**config.mk**
```make
export PLATFORM = sky130hd
export DESIGN_NAME = hiop_top
export DESIGN_NICKNAME = d
export VERILOG_FILES = /design/src/hdl/hiop_pkg.sv /design/src/hdl/hiop_pulse.sv /design/src/hdl/hiop_top.sv
export SDC_FILE = /design/constraint.sdc
export NUM_CORES = 1
export LEC_CHECK = 0
export ABC_AREA = 1
export BUFFER_PORTS_ARGS = -buffer_cell sky130_fd_sc_hd__buf_2
export CAP_MARGIN = 20
export CELL_PAD_IN_SITES_DETAIL_PLACEMENT = 1
export CELL_PAD_IN_SITES_GLOBAL_PLACEMENT = 1
export CORE_ASPECT_RATIO = 0.8
export CORE_MARGIN = 1.5
export CORE_UTILIZATION = 35
export DETAILED_ROUTE_END_ITERATION = 16
export GPL_TIMING_DRIVEN = 0
export PLACE_DENSITY_LB_ADDON = 0.1
export SLEW_MARGIN = 20
export SYNTH_ARGS = -nofsm -noshare
export SYNTH_HDL_FRONTEND = slang
export SYNTH_HIERARCHICAL = 1
export SYNTH_SLANG_ARGS = --single-unit
```
**constraint.sdc**
```tcl
create_clock -name clk -period 2.01 [get_ports clk]
set_input_delay 0.1005 -clock clk [delete_from_list [all_inputs] [get_ports clk]]
set_output_delay 0.1005 -clock clk [all_outputs]
set_load 0.02 [all_outputs]
```
**src/hdl/hiop_pkg.sv**
```systemverilog
// Package: constants, register map and sequencer states for the handler I/O port
package hiop_pkg;

  // ----------------------------------------------------------------
  // Register offsets (byte addresses)
  // ----------------------------------------------------------------
  localparam logic [7:0] HIOP_OUT_OFS = 8'h00;
  localparam logic [7:0] HIOP_SAMPLE_OFS = 8'h04;
  localparam logic [7:0] HIOP_STORED_OFS = 8'h08;
  localparam logic [7:0] HIOP_DIRECT_OFS = 8'h0c;
  localparam logic [7:0] HIOP_CTRL_OFS = 8'h10;
  localparam logic [7:0] HIOP_STATUS_OFS = 8'h14;
  localparam logic [7:0] HIOP_INT_STAT_OFS = 8'h18;
  localparam logic [7:0] HIOP_INT_EN_OFS = 8'h1c;
  localparam logic [7:0] HIOP_INT_CLR_OFS = 8'h20;

  // ----------------------------------------------------------------
  // Field positions
  // ----------------------------------------------------------------
  localparam int HIOP_CTRL_LIMIT_BIT = 0;
  localparam int HIOP_CTRL_TRIG_BIT = 1;
  localparam int HIOP_INT_DONE_BIT = 0;
  localparam int HIOP_INT_TRIG_BIT = 1;
  localparam int HIOP_INT_W = 2;

  // ----------------------------------------------------------------
  // Reset values
  // ----------------------------------------------------------------
  localparam logic [7:0] HIOP_OUT_RST = 8'h00;
  localparam logic HIOP_PF_RST = 1'b1;

  // ----------------------------------------------------------------
  // Timing
  // ----------------------------------------------------------------
  localparam int HIOP_CLK_MHZ = 25;
  localparam int HIOP_DONE_MIN_NS = 1600;
  // Strictly longer than the minimum, so one cycle is added
  localparam int HIOP_DONE_CYC = (HIOP_DONE_MIN_NS * HIOP_CLK_MHZ + 999)
                                 / 1000 + 1;
  localparam int HIOP_MEAS_CYC = 16;

  typedef enum logic [1:0] {
    HIOP_IDLE,
    HIOP_MEAS,
    HIOP_PULSE
  } hiop_state_t;

endpackage

```
**src/hdl/hiop_pulse.sv**
```systemverilog
// Module: fixed-width low-going pulse generator
`timescale 1ns/1ns
`default_nettype none
module hiop_pulse import hiop_pkg::*; #(
  parameter int WIDTH_CYC = HIOP_DONE_CYC
) (
  // Clock and reset
  input wire logic clk,
  input wire logic rst_n,
  // Control
  input wire logic start,
  output var logic busy,
  output var logic pulse_n
);

  logic [7:0] cnt_ff;

  always_ff @(posedge clk or negedge rst_n) begin
    if (!rst_n) begin
      cnt_ff <= 8'h00;
      pulse_n <= 1'b1;
      busy <= 1'b0;
    end else if (start && !busy) begin
      cnt_ff <= 8'(WIDTH_CYC - 1);
      pulse_n <= 1'b0;
      busy <= 1'b1;
    end else if (busy) begin
      if (cnt_ff == 8'h00) begin
        pulse_n <= 1'b1;
        busy <= 1'b0;
      end else begin
        cnt_ff <= cnt_ff - 8'h01;
      end
    end
  end

endmodule
`default_nettype wire

```
**src/hdl/hiop_top.sv**
```systemverilog
// Module: handler I/O port with APB register access
`timescale 1ns/1ns
`default_nettype none
module hiop_top import hiop_pkg::*; #(
  parameter int MEAS_CYC = HIOP_MEAS_CYC
) (
  // Clock and reset
  input wire logic clk,
  input wire logic resetn,
  // APB slave
  input wire logic psel,
  input wire logic penable,
  input wire logic pwrite,
  input wire logic [7:0] paddr,
  input wire logic [31:0] pwdata,
  output var logic [31:0] prdata,
  output var logic pready,
  output var logic pslverr,
  // Handler port
  input wire logic [3:0] port_in,
  input wire logic trigger_in,
  output var logic [7:0] port_out,
  output var logic sweep_done_n,
  output var logic pass_fail,
  // Measurement result
  input wire logic meas_pass,
  // Interrupt
  output var logic irq
);

  // ----------------------------------------------------------------
  // Reset release
  // ----------------------------------------------------------------
  logic rst_meta_ff, rst_n_ff;
  always_ff @(posedge clk or negedge resetn) begin
    if (!resetn) begin
      rst_meta_ff <= 1'b0;
      rst_n_ff <= 1'b0;
    end else begin
      rst_meta_ff <= 1'b1;
      rst_n_ff <= rst_meta_ff;
    end
  end

  // ----------------------------------------------------------------
  // Bus decode
  // ----------------------------------------------------------------
  logic access, wr, rd, hit;
  assign access = psel && penable;
  // Writes commit on the completing edge, when pready is sampled high
  assign wr = access && pwrite && pready;
  assign rd = access && !pwrite;
  always_comb begin
    unique case (paddr)
      HIOP_OUT_OFS, HIOP_SAMPLE_OFS, HIOP_STORED_OFS, HIOP_DIRECT_OFS,
      HIOP_CTRL_OFS, HIOP_STATUS_OFS, HIOP_INT_STAT_OFS, HIOP_INT_EN_OFS,
      HIOP_INT_CLR_OFS: hit = 1'b1;
      default: hit = 1'b0;
    endcase
  end

  // ----------------------------------------------------------------
  // Output latch, input store and limit enable
  // ----------------------------------------------------------------
  logic [3:0] nibble_ff;
  logic limit_en_ff;
  always_ff @(posedge clk or negedge rst_n_ff) begin
    if (!rst_n_ff) begin
      port_out <= HIOP_OUT_RST;
    end else if (wr && paddr == HIOP_OUT_OFS) begin
      port_out <= pwdata[7:0];
    end
  end

  always_ff @(posedge clk or negedge rst_n_ff) begin
    if (!rst_n_ff) begin
      nibble_ff <= 4'h0;
    end else if (wr && paddr == HIOP_SAMPLE_OFS) begin
      nibble_ff <= port_in;
    end
  end

  always_ff @(posedge clk or negedge rst_n_ff) begin
    if (!rst_n_ff) begin
      limit_en_ff <= 1'b0;
    end else if (wr && paddr == HIOP_CTRL_OFS) begin
      limit_en_ff <= pwdata[HIOP_CTRL_LIMIT_BIT];
    end
  end

  // ----------------------------------------------------------------
  // Sweep sequencer
  // ----------------------------------------------------------------
  hiop_state_t state_ff;
  logic [7:0] meas_cnt_ff;
  logic trig_d_ff, trig_rise, sw_trig, pulse_start, pulse_busy;
  assign trig_rise = trigger_in && !trig_d_ff;
  assign sw_trig = wr && paddr == HIOP_CTRL_OFS && pwdata[HIOP_CTRL_TRIG_BIT];
  assign pulse_start = state_ff == HIOP_MEAS && meas_cnt_ff == 8'h00;

  always_ff @(posedge clk or negedge rst_n_ff) begin
    if (!rst_n_ff) begin
      trig_d_ff <= 1'b0;
    end else begin
      trig_d_ff <= trigger_in;
    end
  end

  // Triggers during a sweep are ignored; the handler waits for the pulse
  always_ff @(posedge clk or negedge rst_n_ff) begin
    if (!rst_n_ff) begin
      state_ff <= HIOP_IDLE;
      meas_cnt_ff <= 8'h00;
    end else begin
      unique case (state_ff)
        HIOP_IDLE: begin
          if (trig_rise || sw_trig) begin
            state_ff <= HIOP_MEAS;
            meas_cnt_ff <= 8'(MEAS_CYC - 1);
          end
        end
        HIOP_MEAS: begin
          if (meas_cnt_ff == 8'h00) begin
            state_ff <= HIOP_PULSE;
          end else begin
            meas_cnt_ff <= meas_cnt_ff - 8'h01;
          end
        end
        HIOP_PULSE: begin
          if (!pulse_busy) begin
            state_ff <= HIOP_IDLE;
          end
        end
        default: state_ff <= HIOP_IDLE;
      endcase
    end
  end

  hiop_pulse #(
    .WIDTH_CYC(HIOP_DONE_CYC)
  ) u_pulse (
    .clk(clk),
    .rst_n(rst_n_ff),
    .start(pulse_start),
    .busy(pulse_busy),
    .pulse_n(sweep_done_n)
  );

  // Result is latched with the pulse so the handler sees it settled
  always_ff @(posedge clk or negedge rst_n_ff) begin
    if (!rst_n_ff) begin
      pass_fail <= HIOP_PF_RST;
    end else if (pulse_start && limit_en_ff) begin
      pass_fail <= meas_pass;
    end
  end

  // ----------------------------------------------------------------
  // Interrupts
  // ----------------------------------------------------------------
  logic [HIOP_INT_W-1:0] int_stat_ff, int_en_ff, int_set, int_clr;
  assign int_set = {trig_rise && state_ff == HIOP_IDLE, pulse_start};
  assign int_clr = (wr && paddr == HIOP_INT_CLR_OFS) ?
                   pwdata[HIOP_INT_W-1:0] : '0;

  always_ff @(posedge clk or negedge rst_n_ff) begin
    if (!rst_n_ff) begin
      int_stat_ff <= '0;
    end else begin
      // Set wins over a clear in the same cycle
      int_stat_ff <= (int_stat_ff & ~int_clr) | int_set;
    end
  end

  always_ff @(posedge clk or negedge rst_n_ff) begin
    if (!rst_n_ff) begin
      int_en_ff <= '0;
    end else if (wr && paddr == HIOP_INT_EN_OFS) begin
      int_en_ff <= pwdata[HIOP_INT_W-1:0];
    end
  end

  always_ff @(posedge clk or negedge rst_n_ff) begin
    if (!rst_n_ff) begin
      irq <= 1'b0;
    end else begin
      irq <= |(((int_stat_ff & ~int_clr) | int_set) & int_en_ff);
    end
  end

  // ----------------------------------------------------------------
  // Read path
  // ----------------------------------------------------------------
  logic [31:0] nxt_rdata;
  always_comb begin
    nxt_rdata = 32'h0;
    unique case (paddr)
      HIOP_OUT_OFS: nxt_rdata = {24'h0, port_out};
      HIOP_STORED_OFS: nxt_rdata = {28'h0, nibble_ff};
      HIOP_DIRECT_OFS: nxt_rdata = {28'h0, port_in};
      HIOP_CTRL_OFS: nxt_rdata = {31'h0, limit_en_ff};
      HIOP_STATUS_OFS: nxt_rdata = {29'h0, pass_fail, sweep_done_n,
                                    state_ff != HIOP_IDLE};
      HIOP_INT_STAT_OFS: nxt_rdata = {30'h0, int_stat_ff};
      HIOP_INT_EN_OFS: nxt_rdata = {30'h0, int_en_ff};
      default: nxt_rdata = 32'h0;
    endcase
  end

  // Two-cycle access: pready is registered so every output is a flop
  always_ff @(posedge clk or negedge rst_n_ff) begin
    if (!rst_n_ff) begin
      pready <= 1'b0;
      prdata <= 32'h0;
      pslverr <= 1'b0;
    end else begin
      pready <= psel && penable && !pready;
      prdata <= (rd && !pready) ? nxt_rdata : 32'h0;
      pslverr <= psel && penable && !pready && !hit;
    end
  end

  // ----------------------------------------------------------------
  // Checks
  // ----------------------------------------------------------------
  // Length of the current low phase, so the width check needs no
  // long repetition; saturates rather than wrapping on a stuck line
  logic [7:0] low_run_ff;
  always_ff @(posedge clk or negedge rst_n_ff) begin
    if (!rst_n_ff) begin
      low_run_ff <= 8'h00;
    end else if (sweep_done_n) begin
      low_run_ff <= 8'h00;
    end else if (low_run_ff != 8'hff) begin
      low_run_ff <= low_run_ff + 8'h01;
    end
  end

  property p_pulse_width;
    @(posedge clk) disable iff (!rst_n_ff)
    $rose(sweep_done_n) |->
      int'(low_run_ff) * 1000 > HIOP_DONE_MIN_NS * HIOP_CLK_MHZ;
  endproperty
  a_pulse_width: assert property (p_pulse_width)
    else $error("sweep pulse too short");

  property p_out_hold;
    @(posedge clk) disable iff (!rst_n_ff)
    !(wr && paddr == HIOP_OUT_OFS) |=> $stable(port_out);
  endproperty
  a_out_hold: assert property (p_out_hold)
    else $error("output latch changed without write");

  property p_out_write;
    @(posedge clk) disable iff (!rst_n_ff)
    wr && paddr == HIOP_OUT_OFS |=> port_out == $past(pwdata[7:0]);
  endproperty
  a_out_write: assert property (p_out_write)
    else $error("output latch wrong value");

  property p_sample;
    @(posedge clk) disable iff (!rst_n_ff)
    wr && paddr == HIOP_SAMPLE_OFS |=> nibble_ff == $past(port_in);
  endproperty
  a_sample: assert property (p_sample)
    else $error("input nibble not stored");

  property p_sample_hold;
    @(posedge clk) disable iff (!rst_n_ff)
    !(wr && paddr == HIOP_SAMPLE_OFS) |=> $stable(nibble_ff);
  endproperty
  a_sample_hold: assert property (p_sample_hold)
    else $error("input nibble changed without sample");

  property p_stored_read;
    @(posedge clk) disable iff (!rst_n_ff)
    rd && !pready && paddr == HIOP_STORED_OFS
      |=> prdata == {28'h0, $past(nibble_ff)};
  endproperty
  a_stored_read: assert property (p_stored_read)
    else $error("stored query wrong");

  property p_direct_read;
    @(posedge clk) disable iff (!rst_n_ff)
    rd && !pready && paddr == HIOP_DIRECT_OFS
      |=> prdata == {28'h0, $past(port_in)};
  endproperty
  a_direct_read: assert property (p_direct_read)
    else $error("direct query wrong");

  property p_pf_hold;
    @(posedge clk) disable iff (!rst_n_ff)
    !limit_en_ff |=> $stable(pass_fail);
  endproperty
  a_pf_hold: assert property (p_pf_hold)
    else $error("pass/fail moved with limit off");

  property p_pf_value;
    @(posedge clk) disable iff (!rst_n_ff)
    pulse_start && limit_en_ff |=> pass_fail == $past(meas_pass);
  endproperty
  a_pf_value: assert property (p_pf_value)
    else $error("pass/fail wrong level");

  property p_trig_pulse;
    @(posedge clk) disable iff (!rst_n_ff)
    state_ff == HIOP_IDLE && trig_rise |-> ##[1:300] $fell(sweep_done_n);
  endproperty
  a_trig_pulse: assert property (p_trig_pulse)
    else $error("no sweep pulse after trigger");

  property p_sw_pulse;
    @(posedge clk) disable iff (!rst_n_ff)
    state_ff == HIOP_IDLE && sw_trig |-> ##[1:300] $fell(sweep_done_n);
  endproperty
  a_sw_pulse: assert property (p_sw_pulse)
    else $error("no sweep pulse after software start");

  property p_pf_when;
    @(posedge clk) disable iff (!rst_n_ff)
    $changed(pass_fail) |-> $past(pulse_start) && $past(limit_en_ff);
  endproperty
  a_pf_when: assert property (p_pf_when)
    else $error("pass/fail moved outside a limit-tested sweep end");

  property p_rest_high;
    @(posedge clk) disable iff (!rst_n_ff)
    state_ff == HIOP_IDLE && !pulse_busy |-> sweep_done_n;
  endproperty
  a_rest_high: assert property (p_rest_high)
    else $error("sweep line not resting high");

  c_sweep: cover property (@(posedge clk) disable iff (!rst_n_ff)
    $rose(sweep_done_n));
  c_fail: cover property (@(posedge clk) disable iff (!rst_n_ff)
    $fell(pass_fail));
  c_irq: cover property (@(posedge clk) disable iff (!rst_n_ff) $rose(irq));
  c_sw_start: cover property (@(posedge clk) disable iff (!rst_n_ff)
    sw_trig && state_ff == HIOP_IDLE);
  c_pass: cover property (@(posedge clk) disable iff (!rst_n_ff)
    $rose(pass_fail));

endmodule
`default_nettype wire

```
# After elaboration in Yosys (flattened, before gate mapping)
# Cells that the tools add are included.
totals:
  reg_bits: 76
  in_bits: 51
  output_inout_bits: 45
  elab_cells: 97
classes:
  add_sub_neg: 2
  eq_ne: 15
  muxes: 20
  bitwise_logic: 4
  reduce_logical: 38
ops:
  columns: ["op", "n"]
  rows:
  - ["$pmux 8 s7", 1]
  - ["$mux 8", 5]
  - ["$eq 8x5->1 const B", 4]
  - ["$mux 32", 1]
  - ["$logic_not 8->1", 3]
  - ["$logic_and 1x1->1", 18]
  - ["$eq 8x4->1 const B", 2]
  - ["$pmux 8 s2", 1]
  - ["$sub 8x1->8 const B", 2]
  - ["$reduce_or 9->1", 1]
  - ["$eq 8x3->1 const B", 1]
  - ["$eq 8x6->1 const B", 1]
  - ["$mux 2", 4]
  - ["$reduce_bool 2->1", 4]
  - ["$mux 1", 7]
  - ["$ne 2x2->1 const B", 3]
  - ["$pmux 2 s3", 1]
  - ["$reduce_and 3->1", 2]
  - ["$logic_not 1->1", 5]
  - ["$and 2x2->2", 2]
  - ["$ne 2x1->1 const B", 2]
  - ["$reduce_and 2->1", 2]
  - ["$eq 2x1->1 const B", 1]
  - ["$eq 2x2->1 const B", 1]
  - ["other kinds (5)", 5]

# Logic depth before layout (Yosys ltp)
logic_depth:
  depth_word: 10
  mapped_depth: 11
  ltp_nobuf: 11

# By module
# Netlist, hierarchy kept.
by_module_without_submodules:
  columns: ["module", "n_inst", "cells_each", "area_per_inst_um2", "seq_area_each_um2"]
  rows:
  - ["hiop_top", 1, 297, 2299.7, 1052.3]
  - ["hiop_pulse", 1, 77, 618.1, 251.5]

# Least setup slack after synthesis
# OpenSTA, ideal clock, no wires.
synth_timing:
  path_type: "register to register"
  startpoint: "register meas_cnt_ff[0]"
  endpoint: "register u_pulse.cnt_ff[0]"
  setup_ns: 0.127
  t_arrival_ns: 1.493
  required_ns: 1.883
  slack_ns: 0.391
  stages_incl_launch_ff: 11
  n_path_buf: 1
  synth_period_minus_slack_ns: 1.619
  cell_sequence: "dfrtp_1 -> inv_1 -> ha_1 -> nand2_1 -> nor2_2 -> nand2_1 -> inv_1 -> nand2_4 -> buf_2 -> nand3_1 -> o21ai_0"
synth_via:
  elab_chain_cells: 5
  elab_cells_between_ends: 7
  cone_classes: "eq/ne: 1; mux: 1; reduce/logical: 5"
synth_rtl:
  columns: ["element", "line", "text"]
  rows:
  - ["start, declared", "hiop_top.sv:95", "logic [7:0] meas_cnt_ff;"]
  - ["start signal, assigned", "hiop_top.sv:119", "meas_cnt_ff <= 8'(MEAS_CYC - 1);"]
  - ["start signal, assigned", "hiop_top.sv:126", "meas_cnt_ff <= meas_cnt_ff - 8'h01;"]
  - ["$logic_not 8->1 (*)", "hiop_top.sv:99", "assign pulse_start = state_ff == HIOP_MEAS && meas_cnt_ff == 8'h00;"]
  - ["$logic_and 1x1->1 (*)", "hiop_top.sv:99", null]
  - ["named net pulse_start", "hiop_top.sv:96", "logic trig_d_ff, trig_rise, sw_trig, pulse_start, pulse_busy;"]
  - ["$logic_and 1x1->1 (*)", "hiop_pulse.sv:23", "end else if (start && !busy) begin"]
  - ["$ne 2x1->1 (no source line) / $reduce_bool 2->1 (equally long branches)", null, null]
  - ["$reduce_and 2->1 (no source line)", null, null]
  - ["end signal, assigned", "hiop_pulse.sv:24", "cnt_ff <= 8'(WIDTH_CYC - 1);"]
  - ["end signal, assigned", "hiop_pulse.sv:32", "cnt_ff <= cnt_ff - 8'h01;"]
  - ["end, declared", "hiop_pulse.sv:16", "logic [7:0] cnt_ff;"]
# The timed path passes the listed nets; every way through them passes the cells marked *.
# A chain may end at the register's enable or synchronous reset.

# Worst setup path after layout
layout_timing:
  startpoint: "register meas_cnt_ff[0]"
  endpoint: "register u_pulse.cnt_ff[1]"
# Same word-level chain as after synthesis.

==> summary.txt <==
Floorplan
  • Die H: roughly 85 um
  • Die area: around 9000 sq um
  • Initial cell density of the core: roughly 36%
  • Die width: approximately 110 um
  • Io pins: between 90 and 100
  • FP Rows: 29
  • Core area: ~8000 sq um

Worst setup path
  • Worst path required time: 2210 ps
  • CP Data Arrival Time: ~2000 ps
  • FF-to-FF setup slack: 180 ps
  • R2R depth: 10
  • CP Capture Type: flop
  • Class of the most critical setup path: reg -> reg
  • CP startpoint kind: flop
  • Worst-path maximum fanout: 10

Power and ir drop
  • Share of power burned in registers: 47.5%
  • Peak VDD IR: about 550 uV
  • Clk network pwr share: between 20% and 30%
  • Int Power: between 1.5 and 2 mW
  • NetSw: between 0.9 and 1 mW
  • Switching share of power: between 30% and 40%
  • Combinational power share: 27.1%
  • Leakage: 1.93 nW
  • Cell Pwr Density: 754 nW/um^2

STA
  • Clk_skew: a little under 7 ps
  • Unrepaired setup endpoints after global routing: no
  • Final setup fails: 0
  • Period Utilization, post-route: between 90% and 100%
  • Final slew viol count: 0
  • Worst Tran Pin Value: around 650 ps
  • Final hold viol count: 0
  • Max-slew headroom: between 50% and 60%
  • Peak Freq: about 0.55 GHz
  • Worst hold margin: between 10 and 15 ps
  • Post-route minimum period: 1830 ps

GRT
  • Overflow after GRT: 0
  • Vias in the first global route: 2,485
  • GR Util All Layers: about 17%
  • Initial antenna violation count: 0
  • First-pass GRT wire length: ~12,000 um
  • Largest net degree at the start of global routing: 51

Clock tree
  • Clk_lat worst skew: between 300 and 400 ps
  • Max H-tree Level: 2
  • Root Buffer: clkbuf_8
  • TritonCTS sink count: 52
  • Clock slew at reported path FFs: approximately 100 ps
  • Max clock buf depth: 2
  • Post-CTS Setup Repair Bufs: 0
  • CTS tree: done
  • CTS Buf Count: 5

Synth
  • Synth async-reset ratio: 100%
  • Syn Inst Count: between 300 and 400
  • YS warnings: 6
  • Syn_area_per_cell: between 7 and 8 sq um
  • Register area share after synthesis: between 40 and 50%
  • Synth cell types: 33
  • Synth Register Bits: 52
  • Post-synth top flop: dfrtp_1
  • Cell area after synthesis: 2920 sq um
  • Post-synth EDFFs: 0

Worst hold path
  • Hold depth: 3
  • Worst hold path class: in -> reg

Detailed routing
  • Drt total wl: between 7000 and 8000 um
  • Routed vias/inst: around 4.5
  • Drt drc: 0
  • ANT nets after route: 0
  • Per-cell routed wire length: between 10 and 15 um
  • DRT iter0 DRCs: 58
  • Total number of vias: between 2,000 and 3,000
  • Detailed Routing Iterations Pass 1: 4

Final layout
  • Sequential cell area: roughly 1300 sq um
  • Fill cells: just over 1,000
  • Post-layout util: a little over two fifths
  • Post-route cell area: about 3500 sq um
  • Area of the multi-input gates: approximately 1400 sq um
  • Layout cells sized above 1: between 20% and 30%
  • Final net count: slightly above 500
  • Ant. Diodes: 0
  • P&R area growth vs syn: 20.5%

Placement
  • Placed wire-length estimate: 5600 um
  • Final weighted congestion in routability-driven placement: around 0.80
  • PortBufs: 47
  • DP Area: ~3400 sq um

Status
  • Status: finished, final reports clean

Run
  • Max-Cap Viols: 0
## worst paths after layout
check	startpoint	to
hold / removal	meas_pass	pass_fail$_DFFE_PN1P_
max in group asynchronous	rst_n_ff$_DFF_PN0_	limit_en_ff$_DFFE_PN0N_
setup / recovery	meas_cnt_ff[0]$_DFFE_PN0P_	u_pulse/cnt_ff[1]$_DFFE_PN0P_
setup reg to reg	meas_cnt_ff[0]$_DFFE_PN0P_	u_pulse/cnt_ff[1]$_DFFE_PN0P_
min in group asynchronous	resetn	rst_n_ff$_DFF_PN0_
hold reg to reg	rst_n_ff$_DFF_PN0_	meas_cnt_ff[3]$_DFFE_PN0P_
## cells by family after synthesis
| family | count (synthesis) | share of synthesized area, % |
|---|---|---|
| AO/OA/AOI/OAI | 20 | 3.99 |
| AND/OR/NAND/NOR | 228 | 36.9 |
| buffers and inverters | 65 | 11.8 |
| XOR/XNOR | 5 | 1.50 |
| other | 2 | 0.257 |
| flip-flops | 52 | 44.7 |
| adder cells (fa/ha/maj) | 2 | 0.857 |
## power by group through the flow
stage,clock [mW],sequential [mW],combinational [mW]
2_1_floorplan,0,1.25,0.543
3_3_place_gp,0,1.28,0.671
3_5_place_dp,0,1.28,0.703
4_1_cts,0.693,1.26,0.710
5_1_grt,0.734,1.28,0.825
6_report,0.672,1.26,0.720
## per-stage QoR
step | total power [mW] | setup TNS, ps | setup WS (ps) | std cells
after detailed placement | 1.98 | 0 | 91.8 | 552
after global placement | 1.95 | -10930 | -232 | 552
after global routing | 2.84 | 0 | 17.7 | 563
final | 2.65 | 0 | 178 | 563
after CTS | 2.67 | 0 | 57.4 | 563
after floorplan | 1.80 | 0 | 391 | 397
## state kept, by name, summed over array words and instances, names as in the netlist
| register | count |
|---|---|
| u_pulse/pulse_n | 1 |
| prdata | 8 |
| limit_en_ff | 1 |
| pslverr | 1 |
| meas_cnt_ff | 8 |
| u_pulse/busy | 1 |
| pready | 1 |
| nibble_ff | 4 |
| rst_n_ff | 1 |
| state_ff | 2 |
| trig_d_ff | 1 |
| u_pulse/cnt_ff | 8 |
| int_en_ff | 2 |
| pass_fail | 1 |
| port_out | 8 |
| rst_meta_ff | 1 |
| irq | 1 |
| int_stat_ff | 2 |
## layout by cell type (no fill, tap or decap), types with 6 or more instances in the layout
cell / instances
nand2_1: 109
buf_4: 24
nor2_2: 7
dfrtp_1: 49
o21ai_0: 9
inv_1: 36
nor2_1: 39
buf_2: 49
nand3_1: 47
conb_1: 25
nand2_4: 6
## layout make-up
| class | count | area share [%] |
|---|---|---|
| buffer | 27 | 5.73 |
| clock buffer | 5 | 1.96 |
| clock inverter | 3 | 0.819 |
| inverter | 38 | 4.06 |
| multi-input combinational | 280 | 38.9 |
| sequential | 52 | 37.2 |
| tap | 108 | 3.84 |
| timing repair buffer | 50 | 7.54 |
## metal layers
metal  routed length [um]  track usage (%)  vias up
li1                     -                -     1285
met1                 3610             24.4     1185
met2                 3200             26.4       53
met3                  305             3.26        9
met4                   88             4.48        0
met5                    0                0        -
## what timing repair did
item                       in CTS  in global routing
hold buffers                    3                  0
gates resized for setup         0                  4
hold endpoints to repair        4                  0
setup endpoints to repair       0                  6
## synthesized netlist by cell type, types with 2 or more instances
master	number	area [sq um]
nand2_1	110	413
dfrtp_1	50	1250
nand3_1	47	235
nor2_1	39	146
inv_1	37	139
buf_4	24	180
o21ai_0	9	45.0
nor2_2	8	50.1
nand2_4	6	67.6
nand4_1	4	25.0
nor2_4	4	45.0
a21oi_1	3	15.0
o21a_1	3	22.5
xor2_1	3	26.3
buf_2	2	10.0
conb_1	2	7.51
dfstp_2	2	52.6
ha_1	2	25.0
nand3_2	2	20.0
o21ai_1	2	10.0
or2_2	2	12.5
xnor2_1	2	17.5
## worst max-delay path, stage by stage, from the launching register on
cell     delay [ps]
dfrtp_1         400
inv_1           130
ha_2            240
nand2_1         130
nor2_4          180
nand2_2         110
inv_2           110
nand2_4          70
buf_2           190
nand3_1          90
o21ai_0          80
(Power assumes the default switching activity.)
